<file path="config.mk">
export PLATFORM = sky130hd
export DESIGN_NAME = sdtc_dram_end_flat
export DESIGN_NICKNAME = d
export VERILOG_FILES = /design/src/hdl/sdtc_pkg.sv /design/src/hdl/sdtc_link_if.sv /design/src/hdl/sdtc_dram_end.sv /design/src/flat_wrapper.sv
export SDC_FILE = /design/constraint.sdc
export NUM_CORES = 1
export LEC_CHECK = 0
export BUFFER_PORTS_ARGS = -buffer_cell sky130_fd_sc_hd__buf_4
export CORE_ASPECT_RATIO = 0.8
export CORE_UTILIZATION = 40
export DETAILED_ROUTE_END_ITERATION = 12
export GPL_ROUTABILITY_DRIVEN = 0
export SYNTH_ARGS = -nofsm -noshare
export SYNTH_HDL_FRONTEND = slang
export SYNTH_SLANG_ARGS = --single-unit
export TNS_END_PERCENT = 5
</file>
<file path="constraint.sdc">
create_clock -name ref_clk_in -period 7.3 [get_ports ref_clk_in]
set_clock_uncertainty 0.05 [all_clocks]
set_input_delay 0.73 -clock ref_clk_in [delete_from_list [all_inputs] [get_ports ref_clk_in]]
set_output_delay 0.73 -clock ref_clk_in [all_outputs]
set_load 0.005 [all_outputs]
</file>
<file path="src/hdl/sdtc_pkg.sv">
// Purpose: shared constants for the synchronous termination link
// Assumes: both ends run on ref_clk_in at 100 MHz
// Notes:   latencies count link clock cycles, not ref clock cycles
package sdtc_pkg;
  // widths
  localparam int LAT_W  = 5;
  localparam int PIPE_D = 32;
  localparam int HOLD_W = 3;
  localparam int DIV_W  = 4;
  // link pin positions in the sampled pin vector
  localparam int PIN_CLK = 0;
  localparam int PIN_CKE = 1;
  localparam int PIN_ODT = 2;
  localparam int PIN_WR  = 3;
  localparam int PIN_BC4 = 4;
  localparam int PIN_N   = 5;
  // additive latency field codes (mode register 1 bits 4 and 3)
  localparam logic [1:0] AL_FIELD_ZERO = 2'h0;
  localparam logic [1:0] AL_FIELD_CL1  = 2'h1;
  localparam logic [1:0] AL_FIELD_CL2  = 2'h2;
  // latency arithmetic
  localparam logic [LAT_W-1:0] LAT_OFFSET = 5'h02;
  localparam logic [3:0]       AL_CL1_SUB = 4'h1;
  localparam logic [3:0]       AL_CL2_SUB = 4'h2;
  // minimum high times of the termination pin, in link cycles
  localparam logic [HOLD_W-1:0] SHORT_BURST_HOLD = 3'h4;
  localparam logic [HOLD_W-1:0] LONG_BURST_HOLD  = 3'h6;
  // link clock divider: half period in ref cycles, minus one
  localparam logic [DIV_W-1:0] DIV_LAST = 4'h7;
  // values after reset
  localparam logic [LAT_W-1:0]  RST_LAT  = 5'h00;
  localparam logic [PIPE_D-1:0] RST_PIPE = 32'h0000_0000;
  localparam logic [HOLD_W-1:0] RST_HOLD = 3'h0;
  localparam logic [DIV_W-1:0]  RST_DIV  = 4'h0;
  localparam logic [PIN_N-1:0]  RST_PINS = 5'h00;
endpackage : sdtc_pkg

</file>
<file path="src/hdl/sdtc_link_if.sv">
// Purpose: pins between memory controller and termination logic
// Assumes: controller drives every pin, memory only listens
// Notes:   no clocking block; the memory end samples the link clock
`timescale 1ns/1ps
`default_nettype none
interface sdtc_link_if;
  logic dram_clk;
  logic cke;
  logic odt;
  logic wr_cmd;
  logic bc4;
  // controller end
  modport ctrl (output dram_clk, output cke, output odt,
                output wr_cmd, output bc4);
  // memory end
  modport dram (input dram_clk, input cke, input odt,
                input wr_cmd, input bc4);
endinterface : sdtc_link_if
`default_nettype wire

</file>
<file path="src/hdl/sdtc_dram_end.sv">
// Purpose: synchronous termination control of the memory end
// Assumes: mode fields are static between mode_load_in pulses
// Notes:   link pins are sampled by ref_clk_in; asynchronous mode,
//          power-down transitions and analog skew are not modelled
`timescale 1ns/1ps
`default_nettype none
// Functional notes
// - sync timing needs locked DLL, termination enabled
// - valid states: CKE high, power-down per DLL bit
// - termination on turn-on latency after high sample
// - termination off turn-off latency after low sample
// - both latencies equal write latency minus two
// - write latency is CWL plus additive latency
// - controller holds pin high four cycles minimum
// - after write hold four (chop) or six cycles
// - holds count from high or write to low edge
// - controller honours the longer of both holds
// - write-only termination may keep pin high
// - dynamic switching when write termination field nonzero
// - switch to write value latency after write
// - revert after off latency plus four or six
module sdtc_dram_end (
  // clock and reset
  input  wire logic                     ref_clk_in,
  input  wire logic                     rst_in,
  // link from the controller
  sdtc_link_if.dram                     link,
  // mode register fields
  input  wire logic                     mode_load_in,
  input  wire logic [3:0]               cas_latency_in,
  input  wire logic [3:0]               cas_write_latency_in,
  input  wire logic [1:0]               additive_field_in,
  input  wire logic [2:0]               nominal_termination_in,
  input  wire logic [1:0]               write_termination_in,
  input  wire logic                     dll_pd_keep_in,
  // device state
  input  wire logic                     dll_on_in,
  input  wire logic                     dll_locked_in,
  input  wire logic                     banks_open_in,
  // termination control
  output logic                          sync_mode_out,
  output logic                          term_on_out,
  output logic                          term_write_sel_out,
  output logic [sdtc_pkg::LAT_W-1:0]    term_latency_out
);

  logic [sdtc_pkg::PIN_N-1:0]   pin_raw;
  logic [sdtc_pkg::PIN_N-1:0]   s1_r;
  logic [sdtc_pkg::PIN_N-1:0]   s2_r;
  logic [sdtc_pkg::PIN_N-1:0]   s3_r;
  logic [sdtc_pkg::PIN_N-1:0]   lvl_r;
  logic [sdtc_pkg::PIN_N-1:0]   lvl_nxt;
  logic                         clk_prev_r;
  logic                         rise;
  logic [sdtc_pkg::LAT_W-1:0]   lat_r;
  logic [sdtc_pkg::LAT_W-1:0]   lat_nxt;
  logic [3:0]                   al_val;
  logic [sdtc_pkg::LAT_W-1:0]   wl_val;
  logic [sdtc_pkg::PIPE_D-1:0]  odt_pipe_r;
  logic [sdtc_pkg::PIPE_D-1:0]  odt_pipe_nxt;
  logic [sdtc_pkg::PIPE_D-1:0]  wr_pipe_r;
  logic [sdtc_pkg::PIPE_D-1:0]  wr_pipe_nxt;
  logic [sdtc_pkg::PIPE_D-1:0]  bc4_pipe_r;
  logic [sdtc_pkg::PIPE_D-1:0]  bc4_pipe_nxt;
  logic                         sync_r;
  logic                         sync_nxt;
  logic                         term_r;
  logic                         term_nxt;
  logic                         sel_r;
  logic                         sel_nxt;
  logic [sdtc_pkg::HOLD_W-1:0]  win_r;
  logic [sdtc_pkg::HOLD_W-1:0]  win_nxt;
  logic                         dyn_en;
  logic                         term_en;

  // gather the link pins in one vector for the synchroniser
  assign pin_raw[sdtc_pkg::PIN_CLK] = link.dram_clk;
  assign pin_raw[sdtc_pkg::PIN_CKE] = link.cke;
  assign pin_raw[sdtc_pkg::PIN_ODT] = link.odt;
  assign pin_raw[sdtc_pkg::PIN_WR]  = link.wr_cmd;
  assign pin_raw[sdtc_pkg::PIN_BC4] = link.bc4;

  // a pin level counts only once stages two and three agree
  genvar gi;
  generate
    for (gi = 0; gi < sdtc_pkg::PIN_N; gi++) begin : g_filt
      assign lvl_nxt[gi] = (s2_r[gi] == s3_r[gi]) ? s3_r[gi] : lvl_r[gi];
    end
  endgenerate

  // three-stage synchroniser; stage one feeds stage two only
  always_ff @(posedge ref_clk_in or posedge rst_in) begin
    if (rst_in) begin
      s1_r       <= sdtc_pkg::RST_PINS;
      s2_r       <= sdtc_pkg::RST_PINS;
      s3_r       <= sdtc_pkg::RST_PINS;
      lvl_r      <= sdtc_pkg::RST_PINS;
      clk_prev_r <= 1'b0;
    end else begin
      s1_r       <= pin_raw;
      s2_r       <= s1_r;
      s3_r       <= s2_r;
      lvl_r      <= lvl_nxt;
      clk_prev_r <= lvl_r[sdtc_pkg::PIN_CLK];
    end
  end

  // rising link edge; data levels sampled here are pre-edge values
  assign rise = lvl_r[sdtc_pkg::PIN_CLK] & ~clk_prev_r;

  // termination is enabled if either value field is nonzero
  assign term_en = (nominal_termination_in != 3'h0) |
                   (write_termination_in != 2'h0);
  assign dyn_en  = (write_termination_in != 2'h0);

  // latency from mode fields, only taken on a mode load
  always_comb begin
    unique case (additive_field_in)
      sdtc_pkg::AL_FIELD_ZERO: al_val = 4'h0;
      sdtc_pkg::AL_FIELD_CL1:  al_val = cas_latency_in - sdtc_pkg::AL_CL1_SUB;
      sdtc_pkg::AL_FIELD_CL2:  al_val = cas_latency_in - sdtc_pkg::AL_CL2_SUB;
      default:                 al_val = 4'h0;   // reserved code
    endcase
    wl_val  = {1'b0, cas_write_latency_in} + {1'b0, al_val};
    lat_nxt = lat_r;
    if (mode_load_in) begin
      // clamp keeps a bad setting from wrapping the pipeline index
      if (wl_val >= sdtc_pkg::LAT_OFFSET) begin
        lat_nxt = wl_val - sdtc_pkg::LAT_OFFSET;
      end else begin
        lat_nxt = sdtc_pkg::RST_LAT;
      end
    end
  end

  // operating state decides whether synchronous timing applies
  always_comb begin
    sync_nxt = dll_on_in & dll_locked_in & term_en &
               (lvl_r[sdtc_pkg::PIN_CKE] | banks_open_in |
                dll_pd_keep_in);
  end

  // termination pin pipeline, one stage per rising link edge
  always_comb begin
    odt_pipe_nxt = odt_pipe_r;
    wr_pipe_nxt  = wr_pipe_r;
    bc4_pipe_nxt = bc4_pipe_r;
    term_nxt     = term_r;
    if (rise) begin
      odt_pipe_nxt = {odt_pipe_r[sdtc_pkg::PIPE_D-2:0],
                      lvl_r[sdtc_pkg::PIN_ODT]};
      // a write is only registered while CKE is high
      wr_pipe_nxt  = {wr_pipe_r[sdtc_pkg::PIPE_D-2:0],
                      lvl_r[sdtc_pkg::PIN_WR] &
                      lvl_r[sdtc_pkg::PIN_CKE]};
      bc4_pipe_nxt = {bc4_pipe_r[sdtc_pkg::PIPE_D-2:0],
                      lvl_r[sdtc_pkg::PIN_BC4]};
      // same depth serves turn-on and turn-off alike
      term_nxt     = sync_r & odt_pipe_nxt[lat_r];
    end
    if (!sync_r) begin
      term_nxt = 1'b0;
    end
  end

  // write window: switch value latency after write, hold 4 or 6
  always_comb begin
    sel_nxt = sel_r;
    win_nxt = win_r;
    if (rise) begin
      if (dyn_en && wr_pipe_nxt[lat_r]) begin
        // a new write reloads the window; the set wins
        sel_nxt = 1'b1;
        win_nxt = bc4_pipe_nxt[lat_r] ?
                  sdtc_pkg::SHORT_BURST_HOLD - 3'h1 :
                  sdtc_pkg::LONG_BURST_HOLD - 3'h1;
      end else if (sel_r) begin
        if (win_r == sdtc_pkg::RST_HOLD) begin
          sel_nxt = 1'b0;
        end else begin
          win_nxt = win_r - 3'h1;
        end
      end
    end
    if (!sync_r || !dyn_en) begin
      sel_nxt = 1'b0;
      win_nxt = sdtc_pkg::RST_HOLD;
    end
  end

  // state registers of latency, pipelines and termination outputs
  always_ff @(posedge ref_clk_in or posedge rst_in) begin
    if (rst_in) begin
      lat_r      <= sdtc_pkg::RST_LAT;
      sync_r     <= 1'b0;
      odt_pipe_r <= sdtc_pkg::RST_PIPE;
      wr_pipe_r  <= sdtc_pkg::RST_PIPE;
      bc4_pipe_r <= sdtc_pkg::RST_PIPE;
      term_r     <= 1'b0;
      sel_r      <= 1'b0;
      win_r      <= sdtc_pkg::RST_HOLD;
    end else begin
      lat_r      <= lat_nxt;
      sync_r     <= sync_nxt;
      odt_pipe_r <= odt_pipe_nxt;
      wr_pipe_r  <= wr_pipe_nxt;
      bc4_pipe_r <= bc4_pipe_nxt;
      term_r     <= term_nxt;
      sel_r      <= sel_nxt;
      win_r      <= win_nxt;
    end
  end

  // outputs straight from flops
  assign sync_mode_out      = sync_r;
  assign term_on_out        = term_r;
  assign term_write_sel_out = sel_r;
  assign term_latency_out   = lat_r;

endmodule : sdtc_dram_end
`default_nettype wire

</file>
<file path="src/flat_wrapper.sv">
// flat-port wrapper written by rule: the top's interface ports become plain ports
module sdtc_dram_end_flat 
  (ref_clk_in, rst_in, mode_load_in, cas_latency_in, cas_write_latency_in, additive_field_in, nominal_termination_in, write_termination_in, dll_pd_keep_in, dll_on_in, dll_locked_in, banks_open_in, sync_mode_out, term_on_out, term_write_sel_out, term_latency_out, link_dram_clk, link_cke, link_odt, link_wr_cmd, link_bc4);
  sdtc_link_if link_i ();
  input  wire logic ref_clk_in;
  input  wire logic rst_in;
  input  wire logic mode_load_in;
  input  wire logic [3:0] cas_latency_in;
  input  wire logic [3:0] cas_write_latency_in;
  input  wire logic [1:0] additive_field_in;
  input  wire logic [2:0] nominal_termination_in;
  input  wire logic [1:0] write_termination_in;
  input  wire logic dll_pd_keep_in;
  input  wire logic dll_on_in;
  input  wire logic dll_locked_in;
  input  wire logic banks_open_in;
  output logic sync_mode_out;
  output logic term_on_out;
  output logic term_write_sel_out;
  output logic [sdtc_pkg::LAT_W-1:0] term_latency_out;
  input wire logic [$bits(link_i.dram_clk)-1:0] link_dram_clk;
  input wire logic [$bits(link_i.cke)-1:0] link_cke;
  input wire logic [$bits(link_i.odt)-1:0] link_odt;
  input wire logic [$bits(link_i.wr_cmd)-1:0] link_wr_cmd;
  input wire logic [$bits(link_i.bc4)-1:0] link_bc4;
  assign link_i.dram_clk = link_dram_clk;
  assign link_i.cke = link_cke;
  assign link_i.odt = link_odt;
  assign link_i.wr_cmd = link_wr_cmd;
  assign link_i.bc4 = link_bc4;
  sdtc_dram_end u_core (.ref_clk_in(ref_clk_in), .rst_in(rst_in), .link(link_i), .mode_load_in(mode_load_in), .cas_latency_in(cas_latency_in), .cas_write_latency_in(cas_write_latency_in), .additive_field_in(additive_field_in), .nominal_termination_in(nominal_termination_in), .write_termination_in(write_termination_in), .dll_pd_keep_in(dll_pd_keep_in), .dll_on_in(dll_on_in), .dll_locked_in(dll_locked_in), .banks_open_in(banks_open_in), .sync_mode_out(sync_mode_out), .term_on_out(term_on_out), .term_write_sel_out(term_write_sel_out), .term_latency_out(term_latency_out));
endmodule
</file>
==> flow_summary.toml <==
[placed_design]
io_buffers = 34
place_ws_ns = 3.28
dpl.cell_count = 720
hpwlAfterDp_um = 8270

[clock_network]
ctsHoldBuffers = 0
clock_latency_ns = 0.41
cts_tree = "yes"
cts.sinks = 127
cts_resized = 0
clkTransAtPathRegs_ns = 0.06
clockBufferDepth = 2
h-tree-depth = 4
cts-root-buf = "clkbuf_16"
cts_buffers = 17
cts_setup_buffers = 0

[floorplanning]
die_x_um = 139
die_y_um = 112
start_util_pct = 41.7
core_um2 = 14500
die_area_um2 = 15600
ios = 35
row_count = 39

[grt]
grt-ovfl-total = 0
grt_pass1_wl_um = 21100
grt.total_usage_pct = 17.6
grt_max_degree = 70
grt_pass1_vias = 3932
antenna_found_initial = 0

[setup_path]
path_cells = "nor2b_4 -> buf_4 -> buf_4 -> mux2_4 -> mux4_2 -> a2bb2oi_2 -> a22oi_4 -> a311o_1 -> a221oi_2"
cp_top_family = "buffers and inverters"
crit_type = "reg -> reg"
crit_buf_inv = 2
cp_common_cell = "buf_4"
r2r_cells = 9
r2r_start = "u_core.lvl_r[0]"
path_max_fanout = 33
setup.worst_path.start_class = "flop"
crit_slowest_cell = "nor2b_4"
cp.required_ns = 7.57
rrSetupSlack_ns = 3.25
critPathMaxStageDelay_ns = 0.81
crit_cells = 9
crit_start = "u_core.lvl_r[0]"
crit_arrival_ns = 4.32
end_kind = "flop"

[synthesis]
yosys-top-cells-area = "dfrtp_1 53%, mux2_2 8.4%, nand2_1 8.3%"
synth_top_area_share_pct = 52.6
synth_area_um2 = 6040
synth_cell_types = 58
synth_warnings = 0
ys_seq_area_share_pct = 52.6
async_reset_ff_share_pct = 100
synth_fp_nets = 561
yosysTopAreaCell = "dfrtp_1"
synthFlopType = "dfrtp_1"
syn_inst = 521
post_synth.cell_area_avg_um2 = 11.6
synth_edf_count = 0
synth_seq_cells = 127

[timing]
post-route-period-util_pct = 55.4
clock.fmax_ghz = 0.247
setup_ws_ns = 3.25
slew_headroom_pct = 40.2
rsz0062_at_grt = "no"
setup_violations = 0
final_max_slew_viol_count = 0
whs_ns = 0.297
finalSetupTns_ns = 0
tightest_slew_ns = 0.895
hold_viol = 0
fin_crit_ns = 4.05

[min_path]
min_path_cells = 0
hold_class = "reg -> reg"
hold_start = "u_core.s1_r[0]"

[pwr]
p_sw_share_pct = 29.6
clockPowerShare_pct = 38.2
power_frac_comb_pct = 21.1
peakVddDrop_v = 0.000181
p_switching_uw = 673
power_density_nw_per_um2 = 323
internal-power_mw = 1.60
power_mw = 2.27
power_leakage_nw = 3.49
power_frac_seq_pct = 40.7

[run]
maxCapViolations = 0

[detailed_routing]
drt-initial-drc-count = 285
routed_wl_um = 12600
postRouteAntennaNets = 0
drt_pass1_iterations = 4
wl_per_cell_um = 16.7
drc = 0
dr_total_vias = 3992
via_per_inst = 5.31

[run_status]
status = "finished clean"

[final_layout]
mostFrequentLayoutCells = "134 x nand2_1, 127 x dfrtp_1, 45 x mux2_2"
synthToLayoutAreaGrowth_pct = 16.5
drive_gt1_share_pct = 25.9
antenna_cells = 0
mostFrequentLayoutCell = "nand2_1"
finalNonFillerCells = 752
fin_nets = 595
[power by group through the flow]
stage	registers, mW	logic, mW	clock network [mW]
finish	0.926	0.479	0.868
global route	0.943	0.529	0.916
CTS	0.926	0.484	0.886
detailed placement	0.937	0.479	0
global placement	0.933	0.471	0
floorplan	0.894	0.381	0
[worst reg2reg max path, stage by stage (launching register included)]
cell       delay (ns)
dfrtp_1          0.52
nor2b_4          0.81
buf_4            0.49
buf_4            0.42
mux2_4           0.35
mux4_2           0.48
a2bb2oi_2        0.18
a22oi_4          0.12
a311o_1          0.35
a221oi_2         0.18
[flip-flops by register name, indices dropped and copies added, names as in the netlist]
register                   flops
u_core.bc4_pipe_r             32
u_core.wr_pipe_r              32
u_core.odt_pipe_r             31
u_core.lvl_r                   5
u_core.s1_r                    5
u_core.s2_r                    5
u_core.s3_r                    5
u_core.term_latency_out        5
u_core.win_r                   3
u_core.clk_prev_r              1
u_core.sync_mode_out           1
u_core.term_on_out             1
u_core.term_write_sel_out      1
[synth_stat cells (all sizes together), types with 5 or more instances]
cell / instances
a21o: 8
a21oi: 6
and3b: 7
buf: 14
clkbuf: 11
dfrtp: 127
ha: 12
inv: 25
maj3: 5
mux2: 47
mux2i: 6
mux4: 20
nand2: 134
nand3: 5
nor2: 10
o21ai: 7
o22ai: 16
[metal layers]
metal,track usage [%],wire [µm],vias up
met2,24.0,5310,93
met3,4.43,568,13
met4,5.41,136,0
met1,27.3,6570,1985
li1,-,-,1901
met5,0,0,-
[metrics by stage]
stage	utilization, %	instance area, µm²
4_1_cts	48.6	7040
3_3_place_gp	44.3	6430
6_report	48.6	7040
2_1_floorplan	-	6040
5_1_grt	48.6	7040
3_5_place_dp	44.3	6430
[kinds of logic after synthesis]
| group | synth area share (%) |
|---|---|
| fa+ha+maj | 3.65 |
| flops | 52.6 |
| mux | 17.3 |
| xor+xnor | 0.725 |
| simple gates | 13.0 |
| buf+inv | 4.16 |
| compound gates | 8.60 |
[final timing paths]
kind / endpoint
hold reg to reg: u_core.s2_r[0]
setup / recovery: u_core.win_r[0]
min in group asynchronous: u_core.odt_pipe_r[9]
hold / removal: u_core.s2_r[0]
max in group asynchronous: u_core.bc4_pipe_r[4]
setup reg to reg: u_core.win_r[0]
[cell type report]
| type | instances | area, µm² |
|---|---|---|
| clock inverter | 15 | 186 |
| inverter | 27 | 104 |
| multi-input combinational | 342 | 2610 |
| fill | 1289 | 7450 |
| tap | 184 | 230 |
| sequential | 127 | 3180 |
| clock buffer | 17 | 425 |
| timing repair buffer | 40 | 300 |
No activity file was read; power rests on OpenSTA's default activity.
